===== config.mk =====
export PLATFORM = sky130hd
export DESIGN_NAME = lv_detect_control
export DESIGN_NICKNAME = d
export VERILOG_FILES = /design/src/lv_pkg.sv /design/src/lv_sync.sv /design/src/lv_detect_control.sv
export SDC_FILE = /design/constraint.sdc
export NUM_CORES = 1
export LEC_CHECK = 0
export BUFFER_PORTS_ARGS = -buffer_cell sky130_fd_sc_hd__buf_2
export CORE_ASPECT_RATIO = 1.1
export CORE_MARGIN = 2
export CORE_UTILIZATION = 43
export CTS_CLUSTER_DIAMETER = 120
export CTS_CLUSTER_SIZE = 20
export DETAILED_ROUTE_END_ITERATION = 10
export GPL_ROUTABILITY_DRIVEN = 1
export PLACE_DENSITY = 0.76
export SYNTH_ARGS = -nofsm -noshare
export SYNTH_HDL_FRONTEND = slang
export SYNTH_SLANG_ARGS = --single-unit

===== constraint.sdc =====
create_clock -name aclk -period 2 [get_ports aclk]
set_clock_uncertainty 0.15 [all_clocks]
set_input_delay 0.2 -clock aclk [delete_from_list [all_inputs] [get_ports aclk]]
set_output_delay 0.2 -clock aclk [all_outputs]
set_load 0.02 [all_outputs]

===== src/lv_pkg.sv =====
// Package for the low-voltage detect status and control block.
// Assumes a single clock domain and an AXI4-Lite register slave.
package lv_pkg;

   // ************************************************************
   // Register map
   // ************************************************************
   localparam logic [15:0] status_control_addr = 16'h3040;
   localparam logic [15:0] irq_status_addr     = 16'h3044;
   localparam logic [15:0] irq_mask_addr       = 16'h3048;
   localparam logic [15:0] line_status_addr    = 16'h304c;

   // ************************************************************
   // Field positions of the status and control register
   // ************************************************************
   localparam int warning_flag_bit     = 7;
   localparam int warning_ack_bit      = 6;
   localparam int warning_irq_en_bit   = 5;
   localparam int detect_reset_en_bit  = 4;
   localparam int detect_stop_en_bit   = 3;
   localparam int detect_en_bit        = 2;

   // ************************************************************
   // Reset values
   // ************************************************************
   localparam logic [7:0] status_control_reset = 8'h1c;
   localparam logic [1:0] irq_mask_reset       = 2'h0;

   // ************************************************************
   // Event bits of the interrupt status and mask registers
   // ************************************************************
   localparam int evt_warning_bit = 0;
   localparam int evt_detect_bit  = 1;
   localparam int evt_count       = 2;

   // ************************************************************
   // AXI responses
   // ************************************************************
   localparam logic [1:0] resp_okay   = 2'h0;
   localparam logic [1:0] resp_slverr = 2'h2;

endpackage


===== src/lv_sync.sv =====
// Two-flop synchroniser for a group of asynchronous level inputs.
// Assumes the inputs are quasi-static compared with the clock.
`timescale 1ns/100ps
module lv_sync #(
   parameter int width = 1
) (
   // Clock and reset.
   input  wire logic             aclk,
   input  wire logic             aresetn,
   // Asynchronous levels in, synchronised levels out.
   input  wire logic [width-1:0] async_in,
   output logic      [width-1:0] sync_out
);

   logic [width-1:0] meta_reg;
   logic [width-1:0] meta_next;
   logic [width-1:0] sync_reg;
   logic [width-1:0] sync_next;

   initial begin
      if (width < 1) $error("lv_sync width must be at least one");
   end

   // The first stage is read by the second stage only.
   always_comb begin
      meta_next = async_in;
      sync_next = meta_reg;
   end

   always_ff @(posedge aclk) begin
      if (!aresetn) begin
         meta_reg <= '0;
         sync_reg <= '0;
      end else begin
         meta_reg <= meta_next;
         sync_reg <= sync_next;
      end
   end

   assign sync_out = sync_reg;

endmodule


===== src/lv_detect_control.sv =====
// Low-voltage detect status and control register bank with AXI4-Lite slave.
// Assumes the analog comparator levels and stop/debug levels are asynchronous.
//
// What this block does
// - Set warning flag on supply falling below warning trip, also right after reset.
// - Warning flag reads one while warning present or held since last clear.
// - Writing one to bit 6 clears the flag only if warning gone.
// - Bit 5 set requests an interrupt whenever the warning flag is one.
// - Bit 4 with detect enabled makes a detect event force a reset.
// - Detect reset enable takes only the first write after each reset.
// - Bit 3 keeps detection running in stop mode; zero disables it there unless debug enable is set.
// - Bit 2 turns detection on and qualifies bits 3 and 4; bit 5 and the warning flag work without it.
// - Detect enable is writable once after reset; later writes ignored.
// - The register decodes at address 3040h.
// - Entering stop disables detection unless stop enable or debug enable set.
// - The register resets to 1Ch, eight bits wide, read and write.
`timescale 1ns/100ps
module lv_detect_control (
   // Clock and reset.
   input  wire logic        aclk,
   input  wire logic        aresetn,
   // AXI4-Lite write address channel.
   input  wire logic [15:0] s_axi_awaddr,
   input  wire logic        s_axi_awvalid,
   output logic             s_axi_awready,
   // AXI4-Lite write data channel.
   input  wire logic [31:0] s_axi_wdata,
   input  wire logic [3:0]  s_axi_wstrb,
   input  wire logic        s_axi_wvalid,
   output logic             s_axi_wready,
   // AXI4-Lite write response channel.
   output logic [1:0]       s_axi_bresp,
   output logic             s_axi_bvalid,
   input  wire logic        s_axi_bready,
   // AXI4-Lite read address channel.
   input  wire logic [15:0] s_axi_araddr,
   input  wire logic        s_axi_arvalid,
   output logic             s_axi_arready,
   // AXI4-Lite read data channel.
   output logic [31:0]      s_axi_rdata,
   output logic [1:0]       s_axi_rresp,
   output logic             s_axi_rvalid,
   input  wire logic        s_axi_rready,
   // Analog comparator and power-mode levels, asynchronous.
   input  wire logic        low_voltage_warning,
   input  wire logic        low_voltage_detect,
   input  wire logic        stop_mode,
   input  wire logic        debug_mode_enable,
   // Outputs to the power and reset logic.
   output logic             detect_active,
   output logic             detect_reset_req,
   output logic             irq
);

   // ************************************************************
   // Input synchronisers
   // ************************************************************
   logic [3:0] sync_levels;
   logic       warn_s;
   logic       detect_s;
   logic       stop_s;
   logic       debug_s;

   lv_sync #(.width(4)) u_sync (
      .aclk     (aclk),
      .aresetn  (aresetn),
      .async_in ({debug_mode_enable, stop_mode, low_voltage_detect, low_voltage_warning}),
      .sync_out (sync_levels)
   );

   assign warn_s   = sync_levels[0];
   assign detect_s = sync_levels[1];
   assign stop_s   = sync_levels[2];
   assign debug_s  = sync_levels[3];

   // ************************************************************
   // State
   // ************************************************************
   typedef enum logic [1:0] {idle_w, wresp_w} wstate_t;
   typedef enum logic [1:0] {idle_r, rdata_r} rstate_t;

   wstate_t    wstate_reg, wstate_next;
   rstate_t    rstate_reg, rstate_next;
   logic       aw_held_reg, aw_held_next;
   logic       w_held_reg, w_held_next;
   logic [15:0] awaddr_reg, awaddr_next;
   logic [31:0] wdata_reg, wdata_next;
   logic       wstrb0_reg, wstrb0_next;
   logic [1:0] bresp_reg, bresp_next;
   logic [31:0] rdata_reg, rdata_next;
   logic [1:0] rresp_reg, rresp_next;

   logic       flag_reg, flag_next;
   logic       irq_en_reg, irq_en_next;
   logic       rst_en_reg, rst_en_next;
   logic       stop_en_reg, stop_en_next;
   logic       det_en_reg, det_en_next;
   logic       once_done_reg, once_done_next;
   logic       warn_prev_reg, warn_prev_next;
   logic       det_prev_reg, det_prev_next;
   logic [1:0] evt_sts_reg, evt_sts_next;
   logic [1:0] evt_mask_reg, evt_mask_next;
   logic       active_reg, active_next;
   logic       rstreq_reg, rstreq_next;
   logic       irq_reg, irq_next;

   logic       do_write;
   logic       wr_ctrl;
   logic       detect_on;
   logic [1:0] evt_set;
   logic [7:0] ctrl_view;

   // ************************************************************
   // Detection qualification
   // ************************************************************
   // Detection runs when enabled, and in stop only if stop enable or debug keeps it.
   assign detect_on = det_en_reg && (!stop_s || stop_en_reg || debug_s);

   // Acknowledge and bits 1 to 0 read back as zero; bits 7 and 5 to 2 reflect state.
   assign ctrl_view = {flag_reg, 1'b0, irq_en_reg, rst_en_reg, stop_en_reg, det_en_reg,
                       2'b00};

   assign do_write = (wstate_reg == idle_w) && (wstate_next == wresp_w); // Holders clear here.
   assign wr_ctrl  = do_write && wstrb0_next
                     && (awaddr_next[15:2] == lv_pkg::status_control_addr[15:2]);

   // Rising edges of the synchronised comparator levels are the events; a detect edge counts only while detection is on.
   assign evt_set[lv_pkg::evt_warning_bit] = warn_s && !warn_prev_reg;
   assign evt_set[lv_pkg::evt_detect_bit]  = detect_s && !det_prev_reg && detect_on;

   // ************************************************************
   // Write channel
   // ************************************************************
   // Address and data are captured in either order; the response follows both.
   always_comb begin
      aw_held_next = aw_held_reg;
      w_held_next  = w_held_reg;
      awaddr_next  = awaddr_reg;
      wdata_next   = wdata_reg;
      wstrb0_next  = wstrb0_reg;
      wstate_next  = wstate_reg;
      bresp_next   = bresp_reg;
      if (s_axi_awvalid && s_axi_awready) begin
         aw_held_next = 1'b1;
         awaddr_next  = s_axi_awaddr;
      end
      if (s_axi_wvalid && s_axi_wready) begin
         w_held_next = 1'b1;
         wdata_next  = s_axi_wdata;
         wstrb0_next = s_axi_wstrb[0];
      end
      unique case (wstate_reg)
         idle_w: begin
            if (aw_held_next && w_held_next) begin
               wstate_next  = wresp_w;
               aw_held_next = 1'b0;
               w_held_next  = 1'b0;
               bresp_next   = lv_pkg::resp_okay;
               if (awaddr_next[15:2] != lv_pkg::status_control_addr[15:2]
                   && awaddr_next[15:2] != lv_pkg::irq_status_addr[15:2]
                   && awaddr_next[15:2] != lv_pkg::irq_mask_addr[15:2]
                   && awaddr_next[15:2] != lv_pkg::line_status_addr[15:2]) begin
                  bresp_next = lv_pkg::resp_slverr;
               end
            end
         end
         wresp_w: begin
            if (s_axi_bready) wstate_next = idle_w;
         end
      endcase
   end

   // ************************************************************
   // Control register
   // ************************************************************
   // A new warning edge wins over an acknowledge in the same cycle.
   always_comb begin
      flag_next      = flag_reg;
      irq_en_next    = irq_en_reg;
      rst_en_next    = rst_en_reg;
      stop_en_next   = stop_en_reg;
      det_en_next    = det_en_reg;
      once_done_next = once_done_reg;
      if (wr_ctrl) begin
         if (wdata_next[lv_pkg::warning_ack_bit] && !warn_s) begin
            flag_next = 1'b0;
         end
         irq_en_next  = wdata_next[lv_pkg::warning_irq_en_bit];
         stop_en_next = wdata_next[lv_pkg::detect_stop_en_bit];
         if (!once_done_reg) begin
            rst_en_next    = wdata_next[lv_pkg::detect_reset_en_bit];
            det_en_next    = wdata_next[lv_pkg::detect_en_bit];
            once_done_next = 1'b1;
         end
      end
      // Level held high after reset also sets the flag, as does any new edge.
      if (warn_s) flag_next = 1'b1;
   end

   // ************************************************************
   // Interrupt status, mask and outputs
   // ************************************************************
   always_comb begin
      evt_sts_next   = evt_sts_reg;
      evt_mask_next  = evt_mask_reg;
      warn_prev_next = warn_s;
      det_prev_next  = detect_s;
      if (do_write && wstrb0_next) begin
         if (awaddr_next[15:2] == lv_pkg::irq_status_addr[15:2]) begin
            evt_sts_next = evt_sts_reg & ~wdata_next[1:0];
         end
         if (awaddr_next[15:2] == lv_pkg::irq_mask_addr[15:2]) begin
            evt_mask_next = wdata_next[1:0];
         end
      end
      // Set wins over a write-one clear.
      evt_sts_next = evt_sts_next | evt_set;
      active_next  = detect_on;
      rstreq_next  = detect_on && rst_en_reg && detect_s;
      // Level request tracks the flag and enable combined with the status bits.
      irq_next = (irq_en_next && flag_next) || |(evt_sts_next & evt_mask_next);
   end

   // ************************************************************
   // Read channel
   // ************************************************************
   always_comb begin
      rstate_next = rstate_reg;
      rdata_next  = rdata_reg;
      rresp_next  = rresp_reg;
      unique case (rstate_reg)
         idle_r: begin
            if (s_axi_arvalid && s_axi_arready) begin
               rstate_next = rdata_r;
               rresp_next  = lv_pkg::resp_okay;
               rdata_next  = 32'h0000_0000;
               unique case (s_axi_araddr[15:2])
                  lv_pkg::status_control_addr[15:2]: rdata_next[7:0] = ctrl_view;
                  lv_pkg::irq_status_addr[15:2]:     rdata_next[1:0] = evt_sts_reg;
                  lv_pkg::irq_mask_addr[15:2]:       rdata_next[1:0] = evt_mask_reg;
                  lv_pkg::line_status_addr[15:2]:    rdata_next[3:0] = sync_levels;
                  default:                           rresp_next = lv_pkg::resp_slverr;
               endcase
            end
         end
         rdata_r: begin
            if (s_axi_rready) rstate_next = idle_r;
         end
      endcase
   end

   // ************************************************************
   // Registers
   // ************************************************************
   always_ff @(posedge aclk) begin
      if (!aresetn) begin
         wstate_reg    <= idle_w;
         rstate_reg    <= idle_r;
         aw_held_reg   <= 1'b0;
         w_held_reg    <= 1'b0;
         awaddr_reg    <= 16'h0000;
         wdata_reg     <= 32'h0000_0000;
         wstrb0_reg    <= 1'b0;
         bresp_reg     <= lv_pkg::resp_okay;
         rdata_reg     <= 32'h0000_0000;
         rresp_reg     <= lv_pkg::resp_okay;
         // Reset image of the control register.
         flag_reg      <= lv_pkg::status_control_reset[lv_pkg::warning_flag_bit];
         irq_en_reg    <= lv_pkg::status_control_reset[lv_pkg::warning_irq_en_bit];
         rst_en_reg    <= lv_pkg::status_control_reset[lv_pkg::detect_reset_en_bit];
         stop_en_reg   <= lv_pkg::status_control_reset[lv_pkg::detect_stop_en_bit];
         det_en_reg    <= lv_pkg::status_control_reset[lv_pkg::detect_en_bit];
         once_done_reg <= 1'b0;
         warn_prev_reg <= 1'b0;
         det_prev_reg  <= 1'b0;
         evt_sts_reg   <= 2'h0;
         evt_mask_reg  <= lv_pkg::irq_mask_reset;
         active_reg    <= 1'b0;
         rstreq_reg    <= 1'b0;
         irq_reg       <= 1'b0;
      end else begin
         wstate_reg    <= wstate_next;
         rstate_reg    <= rstate_next;
         aw_held_reg   <= aw_held_next;
         w_held_reg    <= w_held_next;
         awaddr_reg    <= awaddr_next;
         wdata_reg     <= wdata_next;
         wstrb0_reg    <= wstrb0_next;
         bresp_reg     <= bresp_next;
         rdata_reg     <= rdata_next;
         rresp_reg     <= rresp_next;
         flag_reg      <= flag_next;
         irq_en_reg    <= irq_en_next;
         rst_en_reg    <= rst_en_next;
         stop_en_reg   <= stop_en_next;
         det_en_reg    <= det_en_next;
         once_done_reg <= once_done_next;
         warn_prev_reg <= warn_prev_next;
         det_prev_reg  <= det_prev_next;
         evt_sts_reg   <= evt_sts_next;
         evt_mask_reg  <= evt_mask_next;
         active_reg    <= active_next;
         rstreq_reg    <= rstreq_next;
         irq_reg       <= irq_next;
      end
   end

   // ************************************************************
   // Output ports
   // ************************************************************
   // Write ready flags are registered holders inverted; arready follows the read state; each is a flop output.
   always_ff @(posedge aclk) begin
      if (!aresetn) begin
         s_axi_awready <= 1'b0;
         s_axi_wready  <= 1'b0;
         s_axi_bvalid  <= 1'b0;
         s_axi_arready <= 1'b0;
         s_axi_rvalid  <= 1'b0;
      end else begin
         s_axi_awready <= !aw_held_next && (wstate_next == idle_w)
                          && !(s_axi_awvalid && s_axi_awready);
         s_axi_wready  <= !w_held_next && (wstate_next == idle_w)
                          && !(s_axi_wvalid && s_axi_wready);
         s_axi_bvalid  <= (wstate_next == wresp_w);
         s_axi_arready <= (rstate_next == idle_r);
         s_axi_rvalid  <= (rstate_next == rdata_r);
      end
   end

   assign s_axi_bresp      = bresp_reg;
   assign s_axi_rdata      = rdata_reg;
   assign s_axi_rresp      = rresp_reg;
   assign detect_active    = active_reg;
   assign detect_reset_req = rstreq_reg;
   assign irq              = irq_reg;

endmodule


## Word-level counts from Yosys, hierarchy flattened

Cells that the tools add are included.

- Memory bits (writable): 0
- ROM bits: 0
- Flip-flop bits (word level): 70
- Bits in latches: 0
- Input bits: 79
- Output and inout port bits: 44
- Memories: 0

- Magnitude comparators: 0
- Reductions and logical operators: 42
- Add/sub/neg operators: 0
- Muxes and demuxes: 28
- Equality and inequality tests: 15
- Bitwise gates (word level): 5
- Div/mod/pow operators: 0
- Multiply operators: 0
- Shift-type cells: 0

Operators with widths:

| operator | count |
|---|---|
| 14-bit by 12-bit == test with 1-bit output, second input constant | 7 |
| 14-bit by 12-bit != test with 1-bit output, second input constant | 4 |
| 1-bit logical AND | 22 |
| 2-bit two-way mux | 10 |
| 16-bit two-way mux | 1 |
| 2-bit case mux with 2 select lines | 3 |
| 1-bit two-way mux | 11 |
| 2-bit by 1-bit == test with 1-bit output, second input constant | 4 |
| 1-bit zero test | 8 |
| 2-bit zero test | 4 |
| 7-bit two-way mux | 1 |
| 2-bit case mux with 3 select lines | 1 |
| 2-bit AND reduction | 3 |
| 2-bit AND | 2 |
| 4-bit two-way mux | 1 |
| 4-bit OR reduction | 1 |
| 1-bit logical OR | 3 |
| 2-bit NOT | 1 |
| 2-bit OR | 1 |
| 2-bit OR reduction | 1 |
| 1-bit NOT | 1 |

## Logic depth before layout (Yosys ltp)

- Depth after elaboration: 13
- Gate-level depth with buffers: 7
- Depth with buffers taken out: 6

## Hierarchy

A second synthesis with hierarchy kept.

- Cells, all modules: 303
- Area total of the unflattened synthesis: 2726.4 um^2

Modules (own cells, without submodules):

| module | cells an instance | instances | area each (um^2) |
|---|---|---|---|
| lv_detect_control | 287 | 1 | 2516.2 |
| lv_sync | 16 | 1 | 210.2 |

## Worst setup path after synthesis

No wires, ideal clock.

- Path kind: reg2reg
- Start: register s_axi_awready
- End: register irq_reg, in the netlist irq
- Required time: 1728 ps
- Buffers on the path: 0
- Path slack: -303 ps
- Stages on the path, launching flop included: 6
- Arrival time: 2031 ps
- Cell sequence: dfxtp_1 and2_1 nand4_2 a2111oi_4 mux2_4 a221o_1

- Word-level cells in the longest chain between the ends: 13
- Elaborated cells between the ends (all ways): 25
- Classes of those cells: 4 x eq/ne; 11 x mux; 2 x bitwise; 8 x reduce/logical

RTL lines:

| element | line | text |
|---|---|---|
| from (decl) | lv_detect_control.sv:25 | `output logic s_axi_awready,` |
| from (signal assigned) | lv_detect_control.sv:320 | `s_axi_awready <= !aw_held_next && (wstate_next == idle_w)` |
| 1-bit logical AND (*) | lv_detect_control.sv:143 | `if (s_axi_awvalid && s_axi_awready) begin` |
| 1-bit two-way mux | lv_detect_control.sv:143 |  |
| 1-bit logical AND | lv_detect_control.sv:154 | `if (aw_held_next && w_held_next) begin` |
| 2-bit two-way mux | lv_detect_control.sv:154 |  |
| 2-bit case mux with 2 select lines | lv_detect_control.sv:152 | `unique case (wstate_reg)` |
| 2-bit by 1-bit == test with 1-bit output | lv_detect_control.sv:123 | `assign do_write = (wstate_reg == idle_w) && (wstate_next == wresp_w);` |
| 1-bit logical AND | lv_detect_control.sv:123 |  |
| 1-bit logical AND | lv_detect_control.sv:124, lv_detect_control.sv:208 |  |
| 2-bit two-way mux / 1-bit logical AND (equally long branches) | lv_detect_control.sv:208, lv_detect_control.sv:125 |  |
| 2-bit OR / 1-bit two-way mux (equally long branches) | lv_detect_control.sv:217, lv_detect_control.sv:184 |  |
| 2-bit AND / 1-bit two-way mux (equally long branches) | lv_detect_control.sv:221, lv_detect_control.sv:197 |  |
| 2-bit OR reduction / 1-bit logical AND (equally long branches) | lv_detect_control.sv:221 | `irq_next = (irq_en_next && flag_next) \|\| \|(evt_sts_next & evt_mask_next);` |
| 1-bit logical OR (*) | lv_detect_control.sv:221 |  |
| to (signal assigned) | lv_detect_control.sv:304 | `irq_reg <= irq_next;` |
| to (decl) | lv_detect_control.sv:105 | `logic irq_reg, irq_next;` |

Mark *: on every way between the ends. The rest lies on a longest branch, timed or not.
A chain may end at the register's enable or synchronous reset.

## Worst setup path after layout

- Start: register awaddr_reg[8]
- End: register irq_reg, in the netlist irq

- Word-level cells in the longest chain between the ends: 8
- Elaborated cells between the ends (all ways): 17
- Classes of those cells: 3 x eq/ne; 8 x mux; 2 x bitwise; 4 x reduce/logical

RTL lines:

| element | line | text |
|---|---|---|
| from (decl) | lv_detect_control.sv:86 | `logic [15:0] awaddr_reg, awaddr_next;` |
| from (signal assigned) | lv_detect_control.sv:286 | `awaddr_reg <= awaddr_next;` |
| 16-bit two-way mux (*) | lv_detect_control.sv:143 |  |
| 14-bit by 12-bit == test with 1-bit output | lv_detect_control.sv:209 | `if (awaddr_next[15:2] == lv_pkg::irq_status_addr[15:2]) begin` |
| 2-bit two-way mux | lv_detect_control.sv:209 |  |
| 2-bit two-way mux | lv_detect_control.sv:208 | `if (do_write && wstrb0_next) begin` |
| 2-bit OR | lv_detect_control.sv:217 | `evt_sts_next = evt_sts_next \| evt_set;` |
| 2-bit AND | lv_detect_control.sv:221 |  |
| 2-bit OR reduction | lv_detect_control.sv:221 |  |
| 1-bit logical OR (*) | lv_detect_control.sv:221 |  |

Marks and branches as above.

==> results.ini <==
[floorplan]
core-area_um2 = 6520
die-area_um2 = 7370
fp.dieH_um = 89.8
rows = 31
floorplan.initialDensity = 0.442
die_w_um = 82.0
top_level_ports = 123

[grt]
grt_pass1_vias = 2333
grt_use_met1 = 0.214
grtUsageMet3 = 0.0331
antenna_found_initial = 0
use_met2 = 0.301
grt_use_total = 0.179
grt_overflow = 0
grt_start_max_net_pins = 62
busiest_layer = met2
grt_pass1_wl_mm = 10.2

[finish]
layout.cells.most_common_list = buf_2 (63), dfxtp_1 (61), nand2_1 (42)
area_growth_pct = 33.2
n_antenna_cell = 0
design_area_um2 = 3840
largest_register_ffs = 14
layout.cells.most_common = buf_2
fin_util = 0.589
drive_above_1_share = 0.335
finalNetCount = 489

[timing]
fmax_ghz = 0.444
rsz0062_at_grt = true
setup_ws_ns = -0.250
maxSlewViolCount = 0
post-route-period-util = 1.13
finalSetupViolCount = 7
hold_violations = 0
period_minus_slack_ns = 2.25

[detailed_routing]
vias_per_cell = 4.80
detail-route-antenna-nets = 0
avgRoutedWirePerCell_um = 12.6
drt_first_pass_iters = 4
drt_iter0_drc = 103
drc = 0
dr_total_vias = 2387
wl_mm = 6.25

[synthesis]
syn_avg_cell_area_um2 = 9.66
async_reset_ff_frac = 0
ys.flop_type = dfxtp_1
synth_warnings = 0
netlist.area_leader.share = 0.452
ys_seq_area_frac = 0.452
syn_inst = 298
ys_top_cells_by_area = dfxtp_1 (45%), buf_4 (7.0%), nand2_1 (5.5%), and2_1 (4.8%), a21boi_0 (4.2%)
ys_types = 51
synth_edf_count = 0
synth_area_um2 = 2880
yosysTopAreaCell = dfxtp_1
ys_ff_latch = 65

[place]
post-place-ws_ns = -0.271
dp_hpwl_mm = 4.40
place_area_um2 = 3390
port_buffers = 63
place.gp.congestion = 0.786

[worst_setup_path]
ff2ff_setup_slack_ns = -0.25
cp_cell_sequence = nor4_4 > nand4_2 > buf_4 > a2111oi_4 > mux2_4 > a221o_1
cp_slowest_cell = dfxtp_2
critPathLaunchType = flop
worstRegToRegCells = 6
cp_data_arrival_time_ns = 2.33
endpoint_kind = flop
reg2reg_from = awaddr_reg[8]$_SDFF_PN0_
r2r-end = irq$_SDFF_PN0_
required_ns = 2.08
path_max_fanout = 2
critPathKind = reg -> reg
critical_path.max_stage_delay_ns = 0.34
path_buf_inv = 1
cp_top_family = compound AO/OA/AOI/OAI gates

[status]
status = finished, violations left
violations = negative setup slack

[power_and_ir_drop]
p_per_area_nw_per_um2 = 802
p_leak_nw = 1.71
worst_ir_drop_vdd_mv = 0.497

[clock_tree]
cts-root-buf = clkbuf_8
cts.sinks = 65
htree_levels = 3
cts_buffers = 9
clkTransAtPathRegs_ns = 0.07
cts_buffer_depth = 2
clkLatencyLatePin_ns = 0.34
cts_tree = built

[hold_path]
min_from = s_axi_wstrb[0]
hp-class = in -> reg
hold_depth = 3
hold_path_end = wstrb0_reg$_SDFF_PN0_

[flow_run]
max_cap_violations = 0

worst reg2reg max path: cells and delay by family (launching register included):
family          cells  cell delay [ns]
simple gates        2             0.48
flops               1             0.34
buf+inv             1             0.18
compound gates      2             0.66
mux                 1             0.34
stage by stage:
stage	hold slack, ns	total power, mW	std cells	TNS (ns)
2_1_floorplan	0.177	1.75	324	-0.248
3_3_place_gp	0.255	1.89	462	-0.727
3_5_place_dp	0.259	1.90	462	-1.03
4_1_cts	0.00226	3.11	496	-0.275
5_1_grt	0.0296	3.22	497	-1.57
6_report	0.0120	3.08	497	-0.850
metal layers:
metal,vias to the layer above,share of wire,wire (um)
li1,1207,-,-
met1,1113,0.42,2650
met2,58,0.51,3190
met3,9,0.048,299
met4,0,0.016,102
met5,-,0,0
report_power, final:
group	switching, mW	internal (mW)
Sequential	0.0405	1.37
Clock	0.544	0.624
Combinational	0.268	0.236
Total	0.852	2.23
synthesized netlist by cell type (2+ instances only):
library cell and n:
nand2b_1 4, and4bb_2 2, nor2b_1 14, nand3_1 3, a21oi_1 8, nand2_1 42
nand4_2 2, o211a_1 3, dfxtp_1 65, clkbuf_1 8, nor4_1 2, o21a_1 2
and2_1 22, a211oi_1 3, o21ai_0 2, a2111oi_4 2, nor3_1 5, mux2_2 7
a31oi_1 2, inv_1 3, nor2_1 9, and3_1 2, mux2i_1 8, nor4b_2 2
buf_4 27, a22oi_1 7, a21boi_0 16, nor3b_1 3
worst max-delay path by stage:
stage | from | to | depth (start not counted)
2_1_floorplan | awaddr_reg[11]$_SDFF_PN0_ | irq$_SDFF_PN0_ | 5
3_3_place_gp | s_axi_awaddr[5] | irq$_SDFF_PN0_ | 7
3_5_place_dp | s_axi_awaddr[4] | irq$_SDFF_PN0_ | 6
4_1_cts | awaddr_reg[11]$_SDFF_PN0_ | irq$_SDFF_PN0_ | 7
5_1_grt | awaddr_reg[8]$_SDFF_PN0_ | irq$_SDFF_PN0_ | 7
6_report | awaddr_reg[8]$_SDFF_PN0_ | irq$_SDFF_PN0_ | 6
logic make-up (layout without fill, tap and decap cells):
logic type             count (synthesis)  in the layout  share of synthesized area
flip-flops                            65             65                      0.452
AND/OR/NAND/NOR                      122            122                      0.247
buffers and inverters                 40            131                     0.0878
multiplexers                          16             16                     0.0604
other                                  1             27                    0.00130
AO/OA/AOI/OAI                         54             54                      0.152
final cells by class:
type	count	area [um^2]
Fill cell	590	2680
Clock inverter	6	72.6
Clock buffer	10	138
Tap cell	82	103
Inverter	3	11.3
Timing Repair Buffer	112	742
Multi-Input combinational cell	219	1460
Sequential cell	65	1310
what timing repair did:
| item | 4_1_cts | 5_1_grt |
|---|---|---|
| endpoints found under the setup margin | 7 | 7 |
| gates resized for setup | 10 | 1 |
| setup buffers | 2 | 2 |
| hold endpoints to repair | 17 | 0 |
| hold buffers | 17 | 0 |
| pin swaps | 4 | 3 |
(Power assumes the default switching activity.)
